==> src/scs_defs.vh <==
`ifndef SCS_DEFS_VH
`define SCS_DEFS_VH
// Register byte offsets on the APB port.
`define SCS_OFF_CTRL     12'h000
`define SCS_OFF_STATUS   12'h004
`define SCS_OFF_RESULT   12'h008
`define SCS_OFF_READSEL  12'h00C
// Control register fields.
`define SCS_CTRL_START   0
`define SCS_CTRL_SHORT   1
// Status register fields.
`define SCS_STAT_BUSY    0
`define SCS_STAT_SHORT   1
`define SCS_STAT_DONE    2
// Read format register fields.
`define SCS_RSEL_FULL    0
`define SCS_RSEL_LOW     1
// Widths and reset values.
`define SCS_RES_BITS     12
`define SCS_SHORT_BITS   8
`define SCS_RESULT_RST   12'h000
`define SCS_RSEL_RST     2'h1
// Settling cycles per bit trial and start overhead.
// The comparator decision needs five cycles to come back through the DAC register
// and the three-stage synchroniser, so a bit period must be longer than that.
`define SCS_BIT_CYCLES   8
`define SCS_START_CYCLES 2
`endif

==> src/scs_clock_gate.v <==
`timescale 1ns/1ps
`include "scs_defs.vh"
// Conversion clock enable: one tick every BIT_CYCLES while enabled.
module scs_clock_gate #(
  parameter BIT_CYCLES = `SCS_BIT_CYCLES
) (
  input  wire pclk,    // System clock.
  input  wire presetn, // Asynchronous reset, active low.
  input  wire enable,  // Run the conversion clock.
  output reg  tick     // One-cycle bit period pulse.
);
  reg [7:0] count;

  // Counter restarts whenever the clock is gated off so each run is aligned.
  always @(posedge pclk or negedge presetn) begin
    if (!presetn) begin
      count <= 8'h00;
      tick  <= 1'b0;
    end else if (!enable) begin
      count <= 8'h00;
      tick  <= 1'b0;
    end else if (count == BIT_CYCLES - 1) begin
      count <= 8'h00;
      tick  <= 1'b1;
    end else begin
      count <= count + 8'h01;
      tick  <= 1'b0;
    end
  end
endmodule

==> src/scs_sar_register.v <==
`timescale 1ns/1ps
`include "scs_defs.vh"
// Successive approximation register, one trial per tick, MSB first.
module scs_sar_register #(
  parameter BITS = `SCS_RES_BITS
) (
  input  wire            pclk,      // System clock.
  input  wire            presetn,   // Asynchronous reset, active low.
  input  wire            clear,     // Clear to zero and arm MSB trial.
  input  wire            tick,      // Bit period strobe.
  input  wire            short_run, // Stop after eight bits.
  input  wire            comp_low,  // Comparator: DAC sum below input.
  output reg  [BITS-1:0] sar,       // Trial code to the DAC.
  output reg             eoc        // End of conversion pulse.
);
  reg [BITS-1:0] ptr;
  reg            active;
  wire           last = short_run ? ptr[BITS-`SCS_SHORT_BITS] : ptr[0];

  // Each tick settles the pointed bit; every tick but the last raises the next one.
  always @(posedge pclk or negedge presetn) begin
    if (!presetn) begin
      sar    <= {BITS{1'b0}};
      ptr    <= {BITS{1'b0}};
      active <= 1'b0;
      eoc    <= 1'b0;
    end else if (clear) begin
      sar    <= {1'b1, {(BITS-1){1'b0}}};
      ptr    <= {1'b1, {(BITS-1){1'b0}}};
      active <= 1'b1;
      eoc    <= 1'b0;
    end else if (active && tick) begin
      sar <= (comp_low ? sar : (sar & ~ptr)) | (ptr >> 1);
      if (last) begin
        sar    <= comp_low ? sar : (sar & ~ptr);
        active <= 1'b0;
        eoc    <= 1'b1;
      end
      ptr <= ptr >> 1;
    end else begin
      eoc <= 1'b0;
    end
  end
endmodule

==> src/scs_sequencer.v <==
// What this block does
// - Start enables clock, clears approximation register.
// - Running conversion cannot be aborted or restarted.
// - Result hidden while conversion runs.
// - Trial bits from MSB down to LSB.
// - Keep bit if sum below input.
// - Register holds twelve-bit binary result.
// - Last trial raises end of conversion.
// - End of conversion gates clock off.
// - Busy drops, then reads may return result.
// - Bottom of range reads all zeros.
// - Top of range reads all ones.
// - Bipolar uses offset binary, not twos-complement.
// - Busy high only during a conversion.
// - Start while busy is ignored.
// - Length select latched at conversion start.
// - Short conversion reads low bits 1000.
//
// The register addresses and register access over APB were left to the implementer.
`timescale 1ns/1ps
`include "scs_defs.vh"
module scs_sequencer #(
  parameter BITS       = `SCS_RES_BITS,
  parameter BIT_CYCLES = `SCS_BIT_CYCLES
) (
  input  wire        pclk,                   // 250 MHz APB clock.
  input  wire        presetn,                // Asynchronous reset, active low.
  input  wire        psel,                   // APB select.
  input  wire        penable,                // APB access phase.
  input  wire        pwrite,                 // APB write.
  input  wire [11:0] paddr,                  // APB byte address.
  input  wire [31:0] pwdata,                 // APB write data.
  output reg  [31:0] prdata,                 // APB read data.
  output reg         pready,                 // APB ready.
  output reg         pslverr,                // APB error on unmapped address.
  input  wire        comparator_low,         // Async comparator: DAC sum below input.
  output reg  [11:0] capacitor_trial_dac,    // Trial code to the capacitor DAC.
  output reg         conversion_busy_status, // High while converting.
  output reg         conversion_clock_on     // Internal conversion clock gate.
);
  localparam S_IDLE  = 3'b001;
  localparam S_START = 3'b010;
  localparam S_RUN   = 3'b100;

  reg  [2:0]      state;
  reg  [2:0]      next_state;
  reg  [1:0]      start_cnt;
  reg             byte_and_length_select;
  reg             done_flag;
  reg  [1:0]      read_format;
  reg  [BITS-1:0] result;
  reg  [2:0]      comp_sync;
  reg             comp_low;
  wire [BITS-1:0] sar;
  wire            eoc;
  wire            tick;
  reg             next_length;
  reg             next_clock_on;
  reg             next_busy;
  reg             next_done;
  reg  [BITS-1:0] next_result;
  reg  [31:0]     next_prdata;
  reg  [31:0]     result_word;
  wire            conv_end;
  wire            result_visible;

  wire access  = psel && penable && pready;
  wire setup   = psel && !penable;
  wire wr_ctrl = access && pwrite && (paddr == `SCS_OFF_CTRL);
  wire start_req = wr_ctrl && pwdata[`SCS_CTRL_START];
  wire clr_sar = (state == S_IDLE) && start_req;
  wire mapped  = (paddr == `SCS_OFF_CTRL) || (paddr == `SCS_OFF_STATUS) ||
                 (paddr == `SCS_OFF_RESULT) || (paddr == `SCS_OFF_READSEL);

  // Comparator crosses from the analog side; settle on second and third stage agreement.
  always @(posedge pclk or negedge presetn) begin
    if (!presetn) begin
      comp_sync <= 3'h0;
      comp_low  <= 1'b0;
    end else begin
      comp_sync <= {comp_sync[1:0], comparator_low};
      if (comp_sync[2] == comp_sync[1])
        comp_low <= comp_sync[2];
    end
  end

  scs_clock_gate #(
    .BIT_CYCLES(BIT_CYCLES)
  ) u_gate (
    .pclk    (pclk),
    .presetn (presetn),
    .enable  (conversion_clock_on),
    .tick    (tick)
  );

  scs_sar_register #(
    .BITS(BITS)
  ) u_sar (
    .pclk      (pclk),
    .presetn   (presetn),
    .clear     (clr_sar),
    .tick      (tick && (state == S_RUN)),
    .short_run (byte_and_length_select),
    .comp_low  (comp_low),
    .sar       (sar),
    .eoc       (eoc)
  );

  // Next state; only idle listens to start, so a busy conversion cannot be restarted.
  // The start state gives the trial DAC time to settle on the first trial code.
  always @* begin
    next_state = state;
    case (state)
      S_IDLE: begin
        if (start_req)
          next_state = S_START;
      end
      S_START: begin
        if (start_cnt == `SCS_START_CYCLES - 1)
          next_state = S_RUN;
      end
      S_RUN: begin
        if (eoc)
          next_state = S_IDLE;
      end
      default: next_state = S_IDLE;
    endcase
  end

  // A conversion ends only on the register's own end pulse while running.
  // Nothing from the bus can reach this term, so a run always completes.
  assign conv_end = eoc && (state == S_RUN);

  // Next values of the conversion control state.
  // Start and end can never meet in one cycle: start is heard only in idle,
  // end only in run, so no priority question arises between them.
  always @* begin
    next_length   = byte_and_length_select;
    next_clock_on = conversion_clock_on;
    next_busy     = conversion_busy_status;
    next_done     = done_flag;
    next_result   = result;
    if (clr_sar) begin
      next_length   = pwdata[`SCS_CTRL_SHORT];
      next_clock_on = 1'b1;
      next_busy     = 1'b1;
      next_done     = 1'b0;
    end else if (conv_end) begin
      next_clock_on = 1'b0;
      next_busy     = 1'b0;
      next_done     = 1'b1;
      // Straight binary code; zero input gives 000, full scale FFF.
      // A short run marks the untried bits with a one in bit three.
      if (byte_and_length_select)
        next_result = {sar[BITS-1:4], 4'h8};
      else
        next_result = sar;
    end
  end

  // Sequencer registers: clock gate, busy status, latched length and result.
  // Busy and the clock gate move in the same edge, so the gate never runs idle.
  always @(posedge pclk or negedge presetn) begin
    if (!presetn) begin
      state                  <= S_IDLE;
      start_cnt              <= 2'h0;
      byte_and_length_select <= 1'b0;
      conversion_clock_on    <= 1'b0;
      conversion_busy_status <= 1'b0;
      done_flag              <= 1'b0;
      result                 <= `SCS_RESULT_RST;
      capacitor_trial_dac    <= 12'h000;
    end else begin
      state                  <= next_state;
      capacitor_trial_dac    <= sar;
      byte_and_length_select <= next_length;
      conversion_clock_on    <= next_clock_on;
      conversion_busy_status <= next_busy;
      done_flag              <= next_done;
      result                 <= next_result;
      if (state == S_START)
        start_cnt <= start_cnt + 2'h1;
      else
        start_cnt <= 2'h0;
    end
  end

  // Result is shown only once busy is low and at least one run has finished.
  // Before the first run the result register holds no conversion at all.
  assign result_visible = !conversion_busy_status && done_flag;

  // Result formats: whole word, top eight bits, or low nibble left justified.
  // The two byte formats let a narrow host fetch the result in two reads.
  always @* begin
    if (read_format[`SCS_RSEL_FULL])
      result_word = {20'h0, result};
    else if (read_format[`SCS_RSEL_LOW])
      result_word = {24'h0, result[3:0], 4'h0};
    else
      result_word = {24'h0, result[11:4]};
  end

  // Read data is decoded from the setup phase so that it stands with pready.
  // Writes and unmapped addresses read as zero.
  always @* begin
    next_prdata = 32'h00000000;
    if (!pwrite) begin
      case (paddr)
        `SCS_OFF_STATUS:
          next_prdata = {29'h0, done_flag, byte_and_length_select,
                         conversion_busy_status};
        `SCS_OFF_READSEL:
          next_prdata = {30'h0, read_format};
        `SCS_OFF_RESULT: begin
          if (result_visible)
            next_prdata = result_word;
        end
        default: next_prdata = 32'h00000000;
      endcase
    end
  end

  // Read format is the only other writable state.
  always @(posedge pclk or negedge presetn) begin
    if (!presetn)
      read_format <= `SCS_RSEL_RST;
    else if (access && pwrite && paddr == `SCS_OFF_READSEL)
      read_format <= pwdata[1:0];
  end

  // APB slave: no wait states, pready rises the cycle after setup.
  always @(posedge pclk or negedge presetn) begin
    if (!presetn) begin
      pready  <= 1'b0;
      prdata  <= 32'h00000000;
      pslverr <= 1'b0;
    end else if (setup) begin
      pready  <= 1'b1;
      pslverr <= !mapped;
      prdata  <= next_prdata;
    end else begin
      pready  <= 1'b0;
      pslverr <= 1'b0;
    end
  end
endmodule

==> config.mk <==
export PLATFORM = sky130hd
export DESIGN_NAME = scs_sequencer
export DESIGN_NICKNAME = d
export VERILOG_FILES = /design/src/scs_clock_gate.v /design/src/scs_sar_register.v /design/src/scs_sequencer.v
export VERILOG_INCLUDE_DIRS = /design/src
export SDC_FILE = /design/constraint.sdc
export NUM_CORES = 1
export LEC_CHECK = 0
export ABC_AREA = 0
export BUFFER_PORTS_ARGS = -buffer_cell sky130_fd_sc_hd__buf_2
export CAP_MARGIN = 20
export CORE_MARGIN = 2
export CORE_UTILIZATION = 32
export CTS_CLUSTER_DIAMETER = 40
export DETAILED_ROUTE_END_ITERATION = 8
export HOLD_SLACK_MARGIN = 0.15
export SLEW_MARGIN = 30
export SYNTH_ARGS = -nofsm -noshare
export SYNTH_HDL_FRONTEND = slang
export SYNTH_HIERARCHICAL = 1
export SYNTH_SLANG_ARGS = --single-unit
==> constraint.sdc <==
create_clock -name pclk -period 3.2 [get_ports pclk]
set_input_delay 0.16 -clock pclk [delete_from_list [all_inputs] [get_ports pclk]]
set_output_delay 0.16 -clock pclk [all_outputs]
set_load 0.01 [all_outputs]
* After elaboration in Yosys (flattened, before gate mapping)
Cells that the tools add are included.
Cells by class: bitwise operators 4, mux-type cells 34, add/sub/neg operators 2, equal/unequal tests 13, reduce and logical (&&, ||, !) cells 25
Operators with widths (count):
- case mux 32 bit (3 select lines) | 1
- two-way mux 12 bit | 7
- two-way mux 32 bit | 2
- equality test 12 x 4 -> 1 bit, second input constant | 2
- two-way mux 8 bit | 3
- two-way mux 1 bit | 15
- bitwise AND 12 bit | 1
- equality test 12 x 3 -> 1 bit, second input constant | 1
- logical AND 1 bit | 12
- zero test 12 bit | 1
- NOT 12 bit | 1
- bitwise OR 12 x 11 -> 12 bit | 1
- two-way mux 3 bit | 3
- case mux 3 bit (3 select lines) | 1
- adder 8 x 1 -> 8 bit, second input constant | 1
- equality test 8 x 3 -> 1 bit, second input constant | 1
- nonzero test 2 bit | 3
- two-way mux 4 bit | 1
- != test 2 bit, second input constant | 2
- AND reduction 2 bit | 2
- equality test 3 x 1 -> 1 bit, second input constant | 1
- equality test 3 x 2 -> 1 bit, second input constant | 1
- equality test 3 bit, second input constant | 1
- zero test 1 bit | 3
- other kinds (9) | 11
Word-level totals: word-level logic and storage cells 97, output and inout port bits 48, register bits 107, bits of input ports 50

* Depth between registers and ports, before layout
word-level depth 8, mapped depth 6

* Hierarchy
Netlist, hierarchy kept.
By module, submodules not included:
- scs_sequencer | area an instance 2224.6 µm², cells each 186, seq. area each 1303.8 µm², times used 1
- scs_sar_register | area an instance 1398.8 µm², cells each 126, seq. area each 650.6 µm², times used 1
- scs_clock_gate | area an instance 411.6 µm², cells each 40, seq. area each 225.2 µm², times used 1

* Worst setup path before layout
No wires, ideal clock.
kind input -> register, start in paddr[9], end reg u_sar.sar[3], buffers on the path 1, data arrival time 2.171 ns, stages 6, setup slack 0.894 ns, cell sequence or4_4 > or4_4 > nor4_4 > nand3b_1 > buf_2 > o32ai_1
Between the ends: word-level cells in the longest chain between the ends 5, elaborated cells on any way between the ends 6, classes of those cells mux: 1; reduce/logical: 5
RTL lines:
- start: declaration | RTL line scs_sequencer.v:31 | input wire [11:0] paddr,
- zero test 12 bit (no source line) (*)
- logical AND 1 bit (*) | RTL line scs_sequencer.v:69 | wire wr_ctrl = access && pwrite && (paddr == `SCS_OFF_CTRL);
- logical AND 1 bit (*) | RTL line scs_sequencer.v:70 | wire start_req = wr_ctrl && pwdata[`SCS_CTRL_START];
- logical AND 1 bit (*) | RTL line scs_sequencer.v:71 | wire clr_sar = (state == S_IDLE) && start_req;
- net clr_sar | RTL line scs_sequencer.v:71
- two-way mux 12 bit or nonzero test 2 bit (tied branches)
- end signal: assignment | RTL line scs_sar_register.v:28 | sar <= {1'b1, {(BITS-1){1'b0}}};
- end signal: assignment | RTL line scs_sar_register.v:33 | sar <= (comp_low ? sar : (sar & ~ptr)) | (ptr >> 1);
- end signal: assignment | RTL line scs_sar_register.v:35 | sar <= comp_low ? sar : (sar & ~ptr);
- end: declaration | RTL line scs_sar_register.v:13 | output reg [BITS-1:0] sar,
Mark *: on every way through the listed nets, which the timed path passes. The rest lies on a longest branch. A chain may end at the register's enable or synchronous reset.

* Worst setup path after layout
start in paddr[9], end reg u_sar.sar[8]
Same word-level chain as after synthesis.

==> results.md <==
* R2r setup slk at 1.10 ns
* Htree depth at 3
* Multi-input logic area at between 1500 and 2000 µm²
* Final wirelength at between 7000 and 8000 µm
* Clk sinks at 87
* First-pass GRT wire length at 13100 µm
* Setup CP Type: in2reg
* Post-synth ARST share at 1.00
* RR Endpoint: u_sar/sar[8]$_DFFE_PN0P_
* Die H at 116 µm
* Layer carrying the most global-route usage: met2
* Clock Root Buffer: clkbuf_16
* Met1 Track Usage GR at 0.147
* Syn Inst Count at 352
* Dpl hpwl at 5280 µm
* Critical Path Sink Type: flip-flop
* Fin. max-slew vios at 0
* Top-Level Pins at 98
* WHS Endpoint: prdata[2]$_DFFE_PN0P_
* Most frequent cells in the layout: 85 x dfrtp_1, 46 x buf_2, 21 x inv_1, 21 x a21oi_1, 20 x conb_1
* DIE WIDTH at 116 µm
* Fraction of the cycle the final worst path needs at 0.679
* CP Launch Type: input pin
* Reg2reg path depth at 6
* Worst endpoint required time at 3.42 ns
* Die footprint at 13500 µm²
* Post-CTS Hold Buffers at 4
* Final Skew at 0.00518 ns
* Port Buffers at 47
* Actual slew at the worst max-slew pin at 0.770 ns
* Max cap viols at 0
* Resize count post-CTS at 0
* Max clock buf depth at 2
* Peak VDD IR at 0.000251 V
* Number of flops mapped to enable cells by yosys at 0
* Core area at 12500 µm²
* Ant diodes at 0
* RR Startpoint: state[1]$_DFFE_PN0P_
* Hold depth at 3
* Clock period minus worst slack at approximately 2.2 ns
* Final setup viols at 0
* Vias in the first global route at 2714
* Max Fclk at 0.460 GHz
* Number of buffers created by CTS at 9
* Worst-Skew Late Latency at approximately 0.34 ns
* Syn. warnings at 6
* # fillers at 1255
* RePlAce Congestion at 0.720
* Status: complete, no violations
* Min-Delay Path Class: in2reg
* Final nets at approximately 450
* Power per cell area at 465 nW/µm²
* Share of layout cells above drive strength 1 at 0.278
* TritonRoute pass-1 iters at 4
* Final Hold Fails at 0
* Synthesized area at 4040 µm²
* Relative slew margins at 0.487
* Total gr overflow at 0
* Synth Register Bits at 87
* Share of the yosys chip area belonging to registers at 0.540
* All-layer global routing usage at 0.123
* CP arrival at about 2.4 ns
* Unrepaired setup endpoints after global routing: no
* Register area at around 2200 µm²
* Commonest non-fill, non-tap cell in the layout: dfrtp_1
* Antenna Violating Nets Remaining at 0
* Reg clk slew, reported paths at 0.06 ns
* Worst Path Max Fanout at 25
* CTS tree: done
* GR Util met2 at 0.208
* Pin count of the biggest net entering global routing at 88
* Post-CTS Setup Inserts at 0
* WHS at about 0.17 ns
* Std cell rows at 41
* Initial Util at 0.324
* Via-per-instance ratio at 4.69
* Leak pwr at around 2.2 nW
* Synth Flop Type: dfrtp_1
* GR Util met3 at 0.0213
* DRC violations left at 0
* Initial antenna violation count at 0
* Syn-to-layout area delta at 16.7%
* Setup tns final at 0 ns
* Hold_sp: paddr[2]
* DR iter-0 viols at 160
* Routed vias at 2697
* Distinct cells, synth at between 50 and 60
* Routed len/inst at 13.4 µm
* Syn_area_per_cell at 11.5 µm²
==> worst max-delay path, cell delays in order <==
cell and delay [ns]:
buf_2 0.09, or4_4 0.54, or4_4 0.54, nor4_4 0.46
buf_4 0.35, nand2b_1 0.17, o32ai_2 0.08
==> per-stage QoR <==
| stage | cells | setup slack (ns) | power [mW] | area (µm²) | utilization |
|---|---|---|---|---|---|
| final | 575 | 1.03 | 2.19 | 4710 | 0.378 |
| after detailed placement | 555 | 0.689 | 1.19 | 4380 | 0.351 |
| after floorplan | 371 | 0.894 | 1.17 | 4110 | - |
| after global routing | 575 | 0.932 | 2.27 | 4710 | 0.378 |
| after CTS | 575 | 1.04 | 2.22 | 4710 | 0.378 |
| after global placement | 555 | 0.704 | 1.19 | 4370 | 0.351 |
==> kinds of logic (layout without fill, tap and decap cells) <==
kind of cell	Yosys count	in the layout	synth area share
simple gates	103	103	0.161
other cells	1	20	0.000929
compound gates	74	74	0.148
buf+inv	62	94	0.0819
flops	87	87	0.540
xor+xnor	3	3	0.00651
fa+ha+maj	4	4	0.0118
mux	18	18	0.0502
==> routing by layer <==
metal  wire [µm]  vias up
met1        3400     1322
met2        3880       49
li1            -     1311
met3         233       15
met5           0        -
met4         204        0
==> sequential cells by signal (all words and copies together), names as in the netlist, 2 cells and up <==
signal	count
u_sar/ptr	12
result	12
read_format	2
u_sar/sar	12
comp_sync	3
capacitor_trial_dac	12
state	3
prdata	12
u_gate/count	8
start_cnt	2
==> cells in the mapped netlist (3+ instances only) <==
cell type,number,share of area
a21bo_2,11,0.027
a21oi_1,21,0.026
a32o_1,4,0.0099
and4b_1,11,0.027
buf_2,9,0.011
buf_4,21,0.039
clkbuf_1,10,0.0093
dfrtp_1,85,0.53
ha_1,3,0.0093
inv_1,21,0.020
mux2_2,10,0.028
mux2i_1,6,0.015
nand2_1,10,0.0093
nand2b_1,12,0.019
nand3_1,15,0.019
nand3b_1,5,0.0093
nand4_1,3,0.0047
nor2_1,18,0.017
nor3_1,8,0.0099
o21ai_0,13,0.016
o32ai_2,9,0.036
or3_1,4,0.0062
==> worst max path at each step <==
stage,from,to,slack (ns),cells after the start
after floorplan,paddr[9],u_sar/sar[3]$_DFFE_PN0P_,0.89,6
after global placement,paddr[9],u_sar/sar[9]$_DFFE_PN0P_,0.70,7
after detailed placement,paddr[9],u_sar/sar[8]$_DFFE_PN0P_,0.69,7
after CTS,paddr[9],u_sar/sar[8]$_DFFE_PN0P_,1.04,7
after global routing,paddr[9],u_sar/sar[8]$_DFFE_PN0P_,0.93,7
final,paddr[9],u_sar/sar[8]$_DFFE_PN0P_,1.03,7
==> report_power, final <==
| group | leakage, nW | internal (mW) | switching, mW | total (mW) |
|---|---|---|---|---|
| clock | 0.142 | 0.601 | 0.411 | 1.01 |
| sequential | 1.11 | 1.10 | 0.00521 | 1.11 |
| combinational | 0.948 | 0.0204 | 0.0451 | 0.0655 |
==> final cells by class <==
class,count,share of cell area
inverter,21,0.0167
sequential,87,0.463
tap,172,0.0457
multi-input combinational,222,0.344
clock inverter,6,0.0130
timing repair buffer,57,0.0694
clock buffer,10,0.0486
Note: power is estimated with default switching activity, not from simulation.
